[config.mk]
export PLATFORM = sky130hd
export DESIGN_NAME = timer16_core
export DESIGN_NICKNAME = d
export VERILOG_FILES = /design/src/common/timer16_pkg.sv /design/src/design/edge_filter_detect.sv /design/src/design/timer16_core.sv
export SDC_FILE = /design/constraint.sdc
export NUM_CORES = 1
export LEC_CHECK = 0
export BUFFER_PORTS_ARGS = -buffer_cell sky130_fd_sc_hd__buf_2
export CORE_MARGIN = 10
export CORE_UTILIZATION = 56
export CTS_CLUSTER_SIZE = 24
export DETAILED_ROUTE_END_ITERATION = 12
export PLACE_DENSITY = 0.77
export SLEW_MARGIN = 20
export SYNTH_ARGS = -nofsm -noshare
export SYNTH_HDL_FRONTEND = slang
export SYNTH_SLANG_ARGS = --single-unit
[constraint.sdc]
create_clock -name i_core_clk -period 4.3 [get_ports i_core_clk]
set_input_delay 1.075 -clock i_core_clk [delete_from_list [all_inputs] [get_ports i_core_clk]]
set_output_delay 1.075 -clock i_core_clk [all_outputs]
set_load 0.005 [all_outputs]
[src/common/timer16_pkg.sv]
// Behaviour
// - counter, compares and capture are 16-bit, reached as two byte accesses
// - one shared high-byte holding latch serves every 16-bit register
// - low-byte write loads latch byte and new low byte in one cycle; capture takes it only while capture is top
// - counter or capture low-byte read copies the register's upper byte into the latch
// - compare reads return both bytes directly, latch untouched
// - both control registers are plain 8-bit read/write registers
// - four event flags in one flag register, each gated by a mask bit
// - clock from prescaler or event pin; no source keeps counter still
// - compare values checked against counter on each count tick; equality sets match flag
// - selected capture edge copies counter into capture unless capture is top, optional noise filter
// - top is 0xFFFF, 0x00FF, 0x01FF, 0x03FF, compare A or capture by mode
// - compare A as PWM top gives no A waveform, top double-buffered
// - bottom signalled at 0x0000, max at 0xFFFF
// - two compare channels, each driving four pins U, V, W, X
// - counter high-byte location reaches the latch, not the counter
// - software counter write beats clear and count in the same cycle
// - clock select zero stops timer; counter stays readable and writable
// - capture flag set with the capture; cleared by acknowledge or write-one
package timer16_pkg;

   localparam int ADDR_W = 4;
   localparam int DATA_W = 8;
   localparam int CNT_W  = 16;

   // ****************************************
   // register offsets
   // ****************************************
   localparam logic [3:0] OFS_CTRL_A   = 4'h0;
   localparam logic [3:0] OFS_CTRL_B   = 4'h1;
   localparam logic [3:0] OFS_FLAG     = 4'h2;
   localparam logic [3:0] OFS_MASK     = 4'h3;
   localparam logic [3:0] OFS_COUNT_L  = 4'h4;
   localparam logic [3:0] OFS_COUNT_H  = 4'h5;
   localparam logic [3:0] OFS_CAPT_L   = 4'h6;
   localparam logic [3:0] OFS_CAPT_H   = 4'h7;
   localparam logic [3:0] OFS_CMPA_L   = 4'h8;
   localparam logic [3:0] OFS_CMPA_H   = 4'h9;
   localparam logic [3:0] OFS_CMPB_L   = 4'hA;
   localparam logic [3:0] OFS_CMPB_H   = 4'hB;
   localparam logic [3:0] OFS_PIN_EN   = 4'hC;

   // ****************************************
   // field positions
   // ****************************************
   localparam int CTRL_A_MODE_LSB = 0;   // mode in [2:0]
   localparam int CTRL_B_CS_LSB   = 0;   // clock select in [2:0]
   localparam int CTRL_B_EDGE     = 3;   // capture on rising edge when set
   localparam int CTRL_B_FILT     = 4;   // noise filter enable
   localparam int CTRL_B_SRC      = 5;   // capture from comparator when set
   localparam int FLAG_OVF        = 0;
   localparam int FLAG_MATCH_A    = 1;
   localparam int FLAG_MATCH_B    = 2;
   localparam int FLAG_CAPT       = 3;

   // ****************************************
   // reset values and fixed values
   // ****************************************
   localparam logic [7:0]  CTRL_RST   = 8'h00;
   localparam logic [15:0] CNT_RST    = 16'h0000;
   localparam logic [15:0] BOTTOM_VAL = 16'h0000;
   localparam logic [15:0] MAX_VAL    = 16'hFFFF;
   localparam logic [15:0] TOP_8BIT   = 16'h00FF;
   localparam logic [15:0] TOP_9BIT   = 16'h01FF;
   localparam logic [15:0] TOP_10BIT  = 16'h03FF;
   localparam int          FILT_LEN   = 4;

   // ****************************************
   // modes and clock selects
   // ****************************************
   typedef enum logic [2:0] {
      MODE_NORMAL  = 3'h0,
      MODE_FIX8    = 3'h1,
      MODE_FIX9    = 3'h2,
      MODE_FIX10   = 3'h3,
      MODE_CTC_A   = 3'h4,
      MODE_CTC_CAP = 3'h5,
      MODE_PWM_A   = 3'h6,
      MODE_PWM_CAP = 3'h7
   } mode_t;

   typedef enum logic [2:0] {
      CS_STOP    = 3'h0,
      CS_DIV1    = 3'h1,
      CS_DIV8    = 3'h2,
      CS_DIV64   = 3'h3,
      CS_DIV256  = 3'h4,
      CS_DIV1024 = 3'h5,
      CS_EXT_FAL = 3'h6,
      CS_EXT_RIS = 3'h7
   } clk_sel_t;

   typedef struct packed {
      logic [ADDR_W-1:0] addr;
      logic [DATA_W-1:0] wdata;
      logic              wr;
      logic              rd;
   } bus_req_t;

   typedef struct packed {
      logic [3:0] pins_a;   // U, V, W, X order from bit 0
      logic [3:0] pins_b;
   } cmp_pins_t;

endpackage

[src/design/edge_filter_detect.sv]
`timescale 1ns/1ns
`default_nettype none
module edge_filter_detect
   import timer16_pkg::*;
#(
   parameter int LEN = FILT_LEN
)(
   // clock and reset
   input  wire logic i_core_clk,
   input  wire logic i_sys_rst,
   // control
   input  wire logic i_filt_en,
   input  wire logic i_rising,
   // signal
   input  wire logic i_level,
   output logic      o_edge
);
   logic [LEN-1:0] hist_r;
   logic           filt_r;
   logic           prev_r;
   logic           cur;

   // ****************************************
   // noise filter: output moves only when all samples agree
   // ****************************************
   always_ff @(posedge i_core_clk) begin
      if (i_sys_rst) begin
         hist_r <= '0;
         filt_r <= 1'b0;
      end else begin
         hist_r <= {hist_r[LEN-2:0], i_level};
         if (&hist_r)
            filt_r <= 1'b1;
         else if (~|hist_r)
            filt_r <= 1'b0;
      end
   end

   assign cur = i_filt_en ? filt_r : i_level;

   // ****************************************
   // edge detector
   // ****************************************
   always_ff @(posedge i_core_clk) begin
      if (i_sys_rst) begin
         prev_r <= 1'b0;
         o_edge <= 1'b0;
      end else begin
         prev_r <= cur;
         o_edge <= i_rising ? (cur & ~prev_r) : (~cur & prev_r);
      end
   end
endmodule
`default_nettype wire

[src/design/timer16_core.sv]
// Design decisions made here: the register addresses and the strobed register port.
`timescale 1ns/1ns
`default_nettype none
module timer16_core
   import timer16_pkg::*;
#(
   parameter int PRESC_W = 10
)(
   // clock and reset
   input  wire logic      i_core_clk,
   input  wire logic      i_sys_rst,
   // register port
   input  wire bus_req_t  i_bus,
   output logic [7:0]     o_rdata,
   // external events
   input  wire logic      i_event_clock_pin,
   input  wire logic      i_capture_pin,
   input  wire logic      i_comparator_output,
   input  wire logic [3:0] i_irq_ack,
   // status
   output logic [3:0]     o_irq_req,
   output logic           o_at_bottom,
   output logic           o_at_max,
   output cmp_pins_t      o_pins
);
   import timer16_pkg::*;

   // ****************************************
   // state
   // ****************************************
   logic [7:0]         ctrl_a_r;
   logic [7:0]         ctrl_b_r;
   logic [7:0]         pin_en_r;
   logic [3:0]         flag_r;
   logic [3:0]         mask_r;
   logic [7:0]         temp_r;
   logic [15:0]        count_r;
   logic [15:0]        capt_r;
   logic [15:0]        cmpa_buf_r;
   logic [15:0]        cmpb_buf_r;
   logic [15:0]        cmpa_r;
   logic [15:0]        cmpb_r;
   logic [PRESC_W-1:0] presc_r;
   logic               wave_a_r;
   logic               wave_b_r;

   mode_t       mode;
   clk_sel_t    cs;
   logic        tick;
   logic        ext_edge;
   logic        capt_edge;
   logic        capt_level;
   logic [15:0] top;
   logic        at_top;
   logic        wrap;
   logic        cnt_wr;
   logic [15:0] count_nxt;
   logic        match_a;
   logic        match_b;
   logic        capt_ev;
   logic        capt_is_top;
   logic [3:0]  flag_set;
   logic [3:0]  flag_clr;
   logic        wr;
   logic        rd;
   logic [3:0]  addr;

   function automatic logic is_pwm(input mode_t m);
      return (m == MODE_PWM_A) || (m == MODE_PWM_CAP) ||
             (m == MODE_FIX8) || (m == MODE_FIX9) || (m == MODE_FIX10);
   endfunction

   assign wr   = i_bus.wr;
   assign rd   = i_bus.rd;
   assign addr = i_bus.addr;
   assign mode = mode_t'(ctrl_a_r[CTRL_A_MODE_LSB +: 3]);
   assign cs   = clk_sel_t'(ctrl_b_r[CTRL_B_CS_LSB +: 3]);

   // ****************************************
   // clock select and prescaler
   // ****************************************
   // prescaler runs free, independent of the clock select
   always_ff @(posedge i_core_clk) begin
      if (i_sys_rst)
         presc_r <= '0;
      else
         presc_r <= presc_r + 1'b1;
   end

   edge_filter_detect #(.LEN(FILT_LEN)) u_event_edge (
      .i_core_clk (i_core_clk),
      .i_sys_rst  (i_sys_rst),
      .i_filt_en  (1'b0),
      .i_rising   (cs == CS_EXT_RIS),
      .i_level    (i_event_clock_pin),
      .o_edge     (ext_edge)
   );

   always_comb begin
      case (cs)
         CS_STOP:    tick = 1'b0;
         CS_DIV1:    tick = 1'b1;
         CS_DIV8:    tick = &presc_r[2:0];
         CS_DIV64:   tick = &presc_r[5:0];
         CS_DIV256:  tick = &presc_r[7:0];
         CS_DIV1024: tick = &presc_r[9:0];
         CS_EXT_FAL: tick = ext_edge;
         CS_EXT_RIS: tick = ext_edge;
         default:    tick = 1'b0;
      endcase
   end

   // ****************************************
   // top select and counter
   // ****************************************
   always_comb begin
      case (mode)
         MODE_FIX8:    top = TOP_8BIT;
         MODE_FIX9:    top = TOP_9BIT;
         MODE_FIX10:   top = TOP_10BIT;
         MODE_CTC_A:   top = cmpa_r;
         MODE_PWM_A:   top = cmpa_r;
         MODE_CTC_CAP: top = capt_r;
         MODE_PWM_CAP: top = capt_r;
         default:      top = MAX_VAL;
      endcase
   end

   assign at_top = (count_r == top);
   assign wrap   = tick & at_top;
   assign cnt_wr = wr & (addr == OFS_COUNT_L);

   always_comb begin
      if (cnt_wr)
         count_nxt = {temp_r, i_bus.wdata};
      else if (wrap)
         count_nxt = BOTTOM_VAL;
      else if (tick)
         count_nxt = count_r + 16'h0001;
      else
         count_nxt = count_r;
   end

   always_ff @(posedge i_core_clk) begin
      if (i_sys_rst) begin
         count_r     <= CNT_RST;
         o_at_bottom <= 1'b1;
         o_at_max    <= 1'b0;
      end else begin
         count_r     <= count_nxt;
         o_at_bottom <= (count_nxt == BOTTOM_VAL);
         o_at_max    <= (count_nxt == MAX_VAL);
      end
   end

   // ****************************************
   // compare channels
   // ****************************************
   // buffered values move to the active ones at top in pwm modes, so a
   // period never sees a half-updated threshold
   always_ff @(posedge i_core_clk) begin
      if (i_sys_rst) begin
         cmpa_buf_r <= CNT_RST;
         cmpb_buf_r <= CNT_RST;
         cmpa_r     <= CNT_RST;
         cmpb_r     <= CNT_RST;
      end else begin
         if (wr && addr == OFS_CMPA_L)
            cmpa_buf_r <= {temp_r, i_bus.wdata};
         if (wr && addr == OFS_CMPB_L)
            cmpb_buf_r <= {temp_r, i_bus.wdata};
         if (!is_pwm(mode) || wrap) begin
            cmpa_r <= cmpa_buf_r;
            cmpb_r <= cmpb_buf_r;
         end
      end
   end

   assign match_a = tick & (count_r == cmpa_r);
   assign match_b = tick & (count_r == cmpb_r);

   // ****************************************
   // waveforms and pins
   // ****************************************
   always_ff @(posedge i_core_clk) begin
      if (i_sys_rst) begin
         wave_a_r <= 1'b0;
         wave_b_r <= 1'b0;
         o_pins   <= '0;
      end else begin
         if (mode == MODE_PWM_A)
            wave_a_r <= 1'b0;
         else if (is_pwm(mode))
            wave_a_r <= (count_nxt < cmpa_r);
         else if (match_a)
            wave_a_r <= ~wave_a_r;
         if (is_pwm(mode))
            wave_b_r <= (count_nxt < cmpb_r);
         else if (match_b)
            wave_b_r <= ~wave_b_r;
         o_pins.pins_a <= pin_en_r[3:0] & {4{wave_a_r}};
         o_pins.pins_b <= pin_en_r[7:4] & {4{wave_b_r}};
      end
   end

   // ****************************************
   // input capture
   // ****************************************
   assign capt_level  = ctrl_b_r[CTRL_B_SRC] ? i_comparator_output
                                              : i_capture_pin;
   assign capt_is_top = (mode == MODE_CTC_CAP) || (mode == MODE_PWM_CAP);

   edge_filter_detect #(.LEN(FILT_LEN)) u_capt_edge (
      .i_core_clk (i_core_clk),
      .i_sys_rst  (i_sys_rst),
      .i_filt_en  (ctrl_b_r[CTRL_B_FILT]),
      .i_rising   (ctrl_b_r[CTRL_B_EDGE]),
      .i_level    (capt_level),
      .o_edge     (capt_edge)
   );

   // capture is off while the capture register holds top
   assign capt_ev = capt_edge & ~capt_is_top;

   always_ff @(posedge i_core_clk) begin
      if (i_sys_rst)
         capt_r <= CNT_RST;
      else if (capt_is_top && wr && addr == OFS_CAPT_L)
         capt_r <= {temp_r, i_bus.wdata};
      else if (capt_ev)
         capt_r <= count_r;
   end

   // ****************************************
   // shared high-byte latch
   // ****************************************
   // one latch for all 16-bit registers; an interrupting access in the
   // middle of a byte pair corrupts it, so software must guard pairs
   always_ff @(posedge i_core_clk) begin
      if (i_sys_rst)
         temp_r <= 8'h00;
      else if (wr && (addr == OFS_COUNT_H || addr == OFS_CAPT_H ||
                      addr == OFS_CMPA_H || addr == OFS_CMPB_H))
         temp_r <= i_bus.wdata;
      else if (rd && addr == OFS_COUNT_L)
         temp_r <= count_r[15:8];
      else if (rd && addr == OFS_CAPT_L)
         temp_r <= capt_r[15:8];
   end

   // ****************************************
   // control, mask and flags
   // ****************************************
   always_ff @(posedge i_core_clk) begin
      if (i_sys_rst) begin
         ctrl_a_r <= CTRL_RST;
         ctrl_b_r <= CTRL_RST;
         mask_r   <= 4'h0;
         pin_en_r <= CTRL_RST;
      end else if (wr) begin
         if (addr == OFS_CTRL_A)
            ctrl_a_r <= i_bus.wdata;
         if (addr == OFS_CTRL_B)
            ctrl_b_r <= i_bus.wdata;
         if (addr == OFS_MASK)
            mask_r <= i_bus.wdata[3:0];
         if (addr == OFS_PIN_EN)
            pin_en_r <= i_bus.wdata;
      end
   end

   always_comb begin
      flag_set               = 4'h0;
      flag_set[FLAG_OVF]     = wrap;
      flag_set[FLAG_MATCH_A] = match_a;
      flag_set[FLAG_MATCH_B] = match_b;
      flag_set[FLAG_CAPT]    = capt_ev;
      flag_clr = i_irq_ack;
      if (wr && addr == OFS_FLAG)
         flag_clr = flag_clr | i_bus.wdata[3:0];
   end

   // a set in the same cycle as a clear wins
   always_ff @(posedge i_core_clk) begin
      if (i_sys_rst) begin
         flag_r    <= 4'h0;
         o_irq_req <= 4'h0;
      end else begin
         flag_r    <= (flag_r & ~flag_clr) | flag_set;
         o_irq_req <= ((flag_r & ~flag_clr) | flag_set) & mask_r;
      end
   end

   // ****************************************
   // read port
   // ****************************************
   always_ff @(posedge i_core_clk) begin
      if (i_sys_rst) begin
         o_rdata <= 8'h00;
      end else if (rd) begin
         case (addr)
            OFS_CTRL_A:  o_rdata <= ctrl_a_r;
            OFS_CTRL_B:  o_rdata <= ctrl_b_r;
            OFS_FLAG:    o_rdata <= {4'h0, flag_r};
            OFS_MASK:    o_rdata <= {4'h0, mask_r};
            OFS_COUNT_L: o_rdata <= count_r[7:0];
            OFS_COUNT_H: o_rdata <= temp_r;
            OFS_CAPT_L:  o_rdata <= capt_r[7:0];
            OFS_CAPT_H:  o_rdata <= temp_r;
            OFS_CMPA_L:  o_rdata <= cmpa_buf_r[7:0];
            OFS_CMPA_H:  o_rdata <= cmpa_buf_r[15:8];
            OFS_CMPB_L:  o_rdata <= cmpb_buf_r[7:0];
            OFS_CMPB_H:  o_rdata <= cmpb_buf_r[15:8];
            OFS_PIN_EN:  o_rdata <= pin_en_r;
            default:     o_rdata <= 8'h00;
         endcase
      end else begin
         o_rdata <= 8'h00;
      end
   end
endmodule
`default_nettype wire

==> Word level (Yosys, flattened, before mapping) <==
Cells that the tools add are included.
{ "word_totals": {"regBits": 179, "in_bits": 23, "elab_cells": 149, "output_inout_bits": 22} }
{ "classes": {"bitwise_logic": 24, "n_eq_ne": 31, "n_reduce_logical": 41, "magnitude_cmp": 2, "n_addsub": 2, "mux": 22} }
{ "ops": {"columns": ["op", "n"], "rows": [
  ["8-bit one-hot mux with 12 select lines", 1],
  ["16-bit 2-to-1 mux", 5],
  ["16-bit one-hot mux with 5 select lines", 1],
  ["16-bit == test", 3],
  ["16-bit < comparator", 2],
  ["3-bit == test (second input constant)", 8],
  ["8-bit 2-to-1 mux", 3],
  ["4-bit == test (second input constant)", 5],
  ["16-bit by 1-bit adder with 16-bit output (second input constant)", 1],
  ["4-bit AND", 4],
  ["16-bit == test (second input constant)", 1],
  ["4-bit by 3-bit == test with 1-bit output (second input constant)", 4],
  ["16-bit zero test", 1],
  ["3-bit by 2-bit == test with 1-bit output (second input constant)", 4],
  ["2-bit OR reduction", 6],
  ["10-bit by 1-bit adder with 10-bit output (second input constant)", 1],
  ["1-bit 2-to-1 mux", 10],
  ["10-bit AND reduction", 1],
  ["1-bit AND", 9],
  ["1-bit logical OR", 9],
  ["4-bit by 2-bit == test with 1-bit output (second input constant)", 2],
  ["1-bit logical AND", 8],
  ["1-bit inverter", 8],
  ["4-bit bitwise OR", 2],
  ["other kinds (17)", 23]
]} }

==> Depth between registers and ports, before layout <==
{ "depth": {"word_depth": 9, "mapped_depth": 21, "mapped_depth_nobuf": 19} }

==> Hierarchy <==
Synthesis repeated with hierarchy kept, for this count alone.
{ "unflattened": {"hier_cells": 1185, "area_unflattened_um2": 9839.4} }
{ "modules_own_cells": {"columns": ["mod", "cells_each", "area_per_inst_um2", "instances", "seq_area_each_um2"], "rows": [
  ["timer16_core", 1147, 9369.0, 1, 3403.3],
  ["edge_filter_detect", 19, 235.2, 2, 140.1]
]} }

==> Least setup slack after synthesis <==
Ideal clock, no wire load.
{ "synth_timing": {"path_type": "input-to-reg", "start": "input port i_bus[12] (netlist name)", "end": "register wave_a_r", "t_arrival_ps": 4035, "t_required_ps": 4209, "path_stages": 16, "setup_slack_ps": 174, "setup_ps": 91, "cell_sequence": "nor2b_1 > nand3_1 > clkbuf_1 > clkbuf_1 > mux2i_1 > nor2_1 > ha_1 > a21o_1 > a21o_1 > a21o_1 > a21o_1 > a21o_1 > a21o_1 > a21oi_1 > nor2_1 > a311oi_1"} }
{ "synth_between": {"elab_chain_cells": 5} }
{ "synth_lines": {"columns": ["item", "line", "text"], "rows": [
  ["start, declared", "timer16_core.sv:13", "input wire bus_req_t i_bus,"],
  ["4-bit by 3-bit == test with 1-bit output", "timer16_core.sv:131", "assign cnt_wr = wr & (addr == OFS_COUNT_L);"],
  ["1-bit AND", "timer16_core.sv:131", null],
  ["16-bit 2-to-1 mux", "timer16_core.sv:134", "if (cnt_wr)"],
  ["named net count_nxt[9]", "timer16_core.sv:57", "logic [15:0] count_nxt;"],
  ["16-bit < comparator", "timer16_core.sv:194", "wave_a_r <= (count_nxt < cmpa_r);"],
  ["1-bit 2-to-1 mux", "timer16_core.sv:193", "else if (is_pwm(mode))"],
  ["end signal, assigned", "timer16_core.sv:194", null],
  ["end signal, assigned", "timer16_core.sv:196", "wave_a_r <= ~wave_a_r;"],
  ["end, declared", "timer16_core.sv:44", "logic wave_a_r;"]
]} }
The timed path passes the listed nets, and every way through them passes these cells.
A chain may end at the register's enable or synchronous reset.

==> Worst setup path in the final report <==
{ "layout_timing": {"start": "register presc_r[0]", "end": "register wave_b_r"} }
{ "layout_between": {"elab_chain_cells": 7, "word_cells_on_any_way": 13, "classes_between": "order compare: 1; mux: 5; bitwise: 2; reduce/logical: 5"} }
{ "layout_lines": {"columns": ["item", "line", "text"], "rows": [
  ["start, declared", "timer16_core.sv:43", "logic [PRESC_W-1:0] presc_r;"],
  ["start signal, assigned", "timer16_core.sv:87", "presc_r <= presc_r + 1'b1;"],
  ["10-bit AND reduction (tied with other cells)", "timer16_core.sv:106", "CS_DIV1024: tick = &presc_r[9:0];"],
  ["1-bit one-hot mux with 7 select lines *", "timer16_core.sv:100", "case (cs)"],
  ["16-bit 2-to-1 mux or 1-bit AND (tied branches)", "timer16_core.sv:138, timer16_core.sv:130", null],
  ["16-bit 2-to-1 mux *", "timer16_core.sv:136", "else if (wrap)"],
  ["16-bit 2-to-1 mux *", "timer16_core.sv:134", null],
  ["named net count_nxt[7]", "timer16_core.sv:57", null],
  ["16-bit < comparator *", "timer16_core.sv:198", "wave_b_r <= (count_nxt < cmpb_r);"],
  ["1-bit 2-to-1 mux *", "timer16_core.sv:197", "if (is_pwm(mode))"],
  ["end signal, assigned", "timer16_core.sv:198", null],
  ["end signal, assigned", "timer16_core.sv:200", "wave_b_r <= ~wave_b_r;"],
  ["end, declared", "timer16_core.sv:45", "logic wave_b_r;"]
]} }
Mark *: on every way through the listed nets, which the timed path passes. The rest lies on a longest branch.

==> key figures <==
Place
  • Gpl congestion: 1.06
  • I/O Buffers: 44
  • Place WS: 0.240 ns
  • DP Wirelength: 22900 um

Worst setup path
  • CP endpoint kind: flip-flop
  • CP Launch Type: flip-flop
  • Worst r2r src: presc_r[0]$_SDFF_PP0_
  • Crit path DAT: 4.43 ns
  • CP Cell Sequence: ha_1 > ha_1 > nor4bb_1 > a311oi_1 > a22o_2 > buf_4 > nor3_1 > xnor2_1 > nand2_1 > o211ai_1 > inv_1 > ha_1 > nand4_1 > nor2_1 > nor2_1 > nand2_1 > a221oi_1 > o21ai_0 > a31oi_1
  • Max incr delay on CP: 0.40 ns
  • R2R depth: 19
  • Crit-path max FO: 15
  • Worst Path Required: 4.66 ns
  • Most frequent CP cell: ha_1
  • R2R Setup Slk: 0.23 ns
  • Max stage delay cell, worst path: a311oi_1
  • Worst Setup Path Type: reg -> reg
  • Reg-to-Reg End: wave_b_r$_SDFFE_PP0P_

Drt
  • DRC: 0
  • DR iter-0 viols: 1098
  • Drt wl/cell: 22.1 um
  • Routed Antenna Nets: 0
  • Vias: 9090
  • Via-per-instance ratio: 6.30
  • Final WL: 31900 um
  • DR pass1 iterations: 5

Timing
  • Setup Viol. Count Final: 0
  • Max Freq: 246 MHz
  • Fin crit share: 94.7%
  • Fin Hold WS: 0.471 ns
  • Setup WS post-layout: 0.227 ns
  • Final-report max-slew violation count: 0
  • Worst-Margin Slew: 1.01 ns
  • Unrepaired setup endpoints after global routing: true
  • Endpoints failing hold: 0
  • Min cycle time layout: 4.07 ns
  • Layout Skew: 0.00706 ns
  • Slew headroom: 32.9%

Cells and area
  • Layout Area Growth over Synthesis: 11.5%
  • Nets@finish: 1261
  • Post-layout util: 63.1%
  • Register area: 0.00359 mm^2
  • Most frequent cells in the layout: dfxtp_1, nor2_1, nand2_1, a21oi_1, mux2i_1
  • Commonest non-fill, non-tap cell in the layout: dfxtp_1
  • ANT cells: 0
  • Fillers: 1498
  • Share of layout cells above drive strength 1: 12.9%
  • Multi-input gate area: 0.00559 mm^2

Global route
  • Global-route wire length before repair: 47900 um
  • Initial antenna violation count: 0
  • Vias in the first global route: 8255
  • Total track usage: 27.4%
  • Largest net degree at the start of global routing: 80
  • Total global routing overflow: 0

Pwr
  • Comb pwr share: 9.8%
  • Sw frac: 29.0%
  • Psw: 1.06 mW
  • Internal: 2.60 mW
  • VDD IR max: 0.000281 V
  • Pwr/cell area: 338 mW/mm^2
  • Clk network pwr share: 43.1%
  • Sequential power share: 47.1%
  • Leakage: 4.33 nW

Hold path
  • Hold Path Sink: u_capt_edge.hist_r[2]$_SDFF_PP0_
  • Hold Path Class: reg -> reg
  • Hold depth: 1
  • Startpoint of the worst hold path: u_capt_edge.hist_r[1]$_SDFF_PP0_

Synth
  • Simple-gate share of the synthesized area: 21.4%
  • Mux cell area share after synthesis: 9.71%
  • Syn Area/Cell: 8.21 um^2
  • Xor and xnor fraction of the mapped netlist area: 5.14%
  • Top FF cell, synth: dfxtp_1
  • Post-synth EDFFs: 0
  • Main combinational cell family by area after synthesis: simple AND/OR/NAND/NOR gates
  • Net Count, Synth: 1240
  • Flops & latches, synth: 179
  • Ys Warns: 0
  • Post-synthesis cell count: 1184
  • Post-synth cell types: 65
  • Synthesized-area fraction occupied by adder cells: 4.25%
  • Syn Std Cell Area: 0.00972 mm^2
  • Synth Area in Compound Gates: 16.8%
  • Fraction of registers with async set/reset: 0%
  • Seq/Total Area, Yosys: 36.9%

Floorplan
  • Die W: 152 um
  • Die Area: 0.0230 mm^2
  • Chip Height: 152 um
  • Core box area: 0.0172 mm^2
  • Ports: 45
  • Row count: 48
  • Initial core utilization: 56.6%

Clock network
  • Hold_buf cts: 0
  • Clock Latency Late Sink: 0.44 ns
  • Number of CTS-inserted buffers: 17
  • Sink count of the clock tree: 179
  • CTS Buffer Depth: 2
  • CTS tree: yes
  • Root Driver: clkbuf_16
  • Clock slew at reported path FFs: 0.08 ns
  • H-Tree Level Count: 4

Run
  • Max Cap Viol: 0

Outcome
  • Status: finished, final reports clean
## synth_stat cells, types with 3 or more instances
library cell  count  area share (%)
nand3_1          25             1.3
buf_2            12            0.62
nor3_1           14            0.72
nor3b_1           5            0.39
or3_1             5            0.32
nor2_1          140             5.4
nand4_1          24             1.5
clkbuf_1         67             2.6
buf_1             6            0.23
xnor2_1          16             1.4
and3_1           16             1.0
a32o_1            3            0.31
a311oi_1          5            0.45
xor2_1           41             3.7
mux2i_1          83             8.5
a21oi_1          97             5.0
nand2_1         126             4.9
ha_1             33             4.2
a22oi_1          31             2.4
a21o_1           13             1.0
nor2b_1          16             1.0
nor4_1           18             1.2
a31oi_1          15            0.97
o221ai_1          5            0.45
dfxtp_1         179              37
or2_2             3            0.19
a211oi_1          7            0.54
a221oi_1          9            0.81
a211oi_2          4            0.52
o211ai_1          6            0.46
a22o_1            6            0.54
and2_1           23             1.5
buf_6             3            0.35
nand2b_1          5            0.32
a21boi_0          6            0.46
nand3b_1          4            0.31
o21a_1            3            0.23
mux2_2           10             1.2
inv_1            48             1.9
o21ai_0          20             1.0
## per-stage QoR
step,cells,instance area (um^2),setup TNS [ns],power [mW]
after floorplan,1184,9720,0,1.99
after global placement,1411,10200,0,2.10
after detailed placement,1411,10200,0,2.11
after CTS,1443,10800,0,3.66
after global routing,1443,10800,-0.00103,3.76
final,1443,10800,0,3.66
## timing repair
action                     in CTS  in global routing
setup endpoints to repair       0                  2
resized for setup               0                  5
buffers inserted                0                  0
## critical path: cells and delay by family, from the launching register on
kind | cells | cell delay [ns]
fa+ha+maj | 3 | 0.75
flops | 1 | 0.34
buf+inv | 2 | 0.44
compound gates | 6 | 1.57
xor+xnor | 1 | 0.22
simple gates | 7 | 0.66
## power groups by stage
stage / combinational (mW) / sequential, mW / clock [mW]
floorplan: 0.253 / 1.73 / 0
finish: 0.360 / 1.73 / 1.58
global placement: 0.341 / 1.76 / 0
detailed placement: 0.345 / 1.76 / 0
global route: 0.387 / 1.73 / 1.65
CTS: 0.348 / 1.72 / 1.59
## registers in the layout (all words and copies together), names as in the netlist, 8 cells and up
register / count
count_r: 16
cmpb_r: 16
pin_en_r: 8
ctrl_b_r: 8
presc_r: 10
o_pins: 8
temp_r: 8
cmpa_buf_r: 16
cmpb_buf_r: 16
cmpa_r: 16
ctrl_a_r: 8
capt_r: 16
o_rdata: 8
## routing by layer
layer	GRT usage [%]	part of all wire [%]
met2	41.5	44
met5	0	0
met3	8.35	12
met1	35.3	40
met4	11.6	4.4
## logic make-up after synthesis
kind of cell	after synthesis
mux	93
buf+inv	139
simple gates	436
fa+ha+maj	33
xor+xnor	57
compound gates	247
flops	179
## final cells by class
class,instances,area share (%)
Clock inverter,15,1.69
Tap cell,225,2.60
Multi-Input combinational cell,866,51.6
Clock buffer,17,3.93
Inverter,49,1.70
Sequential cell,179,33.1
Timing Repair Buffer,92,5.38
## how the worst max path moves through the flow
stage | slack (ns) | depth (start not counted) | endpoint | start
global placement | 0.31 | 19 | wave_a_r$_SDFFE_PP0P_ | presc_r[0]$_SDFF_PP0_
global route | -0.001 | 19 | wave_b_r$_SDFFE_PP0P_ | presc_r[0]$_SDFF_PP0_
CTS | 0.16 | 18 | wave_a_r$_SDFFE_PP0P_ | presc_r[0]$_SDFF_PP0_
detailed placement | 0.24 | 18 | wave_a_r$_SDFFE_PP0P_ | presc_r[0]$_SDFF_PP0_
floorplan | 0.17 | 16 | wave_a_r$_SDFFE_PP0P_ | i_bus[12]
finish | 0.23 | 19 | wave_b_r$_SDFFE_PP0P_ | presc_r[0]$_SDFF_PP0_
Power figures use the tool's default switching activity.
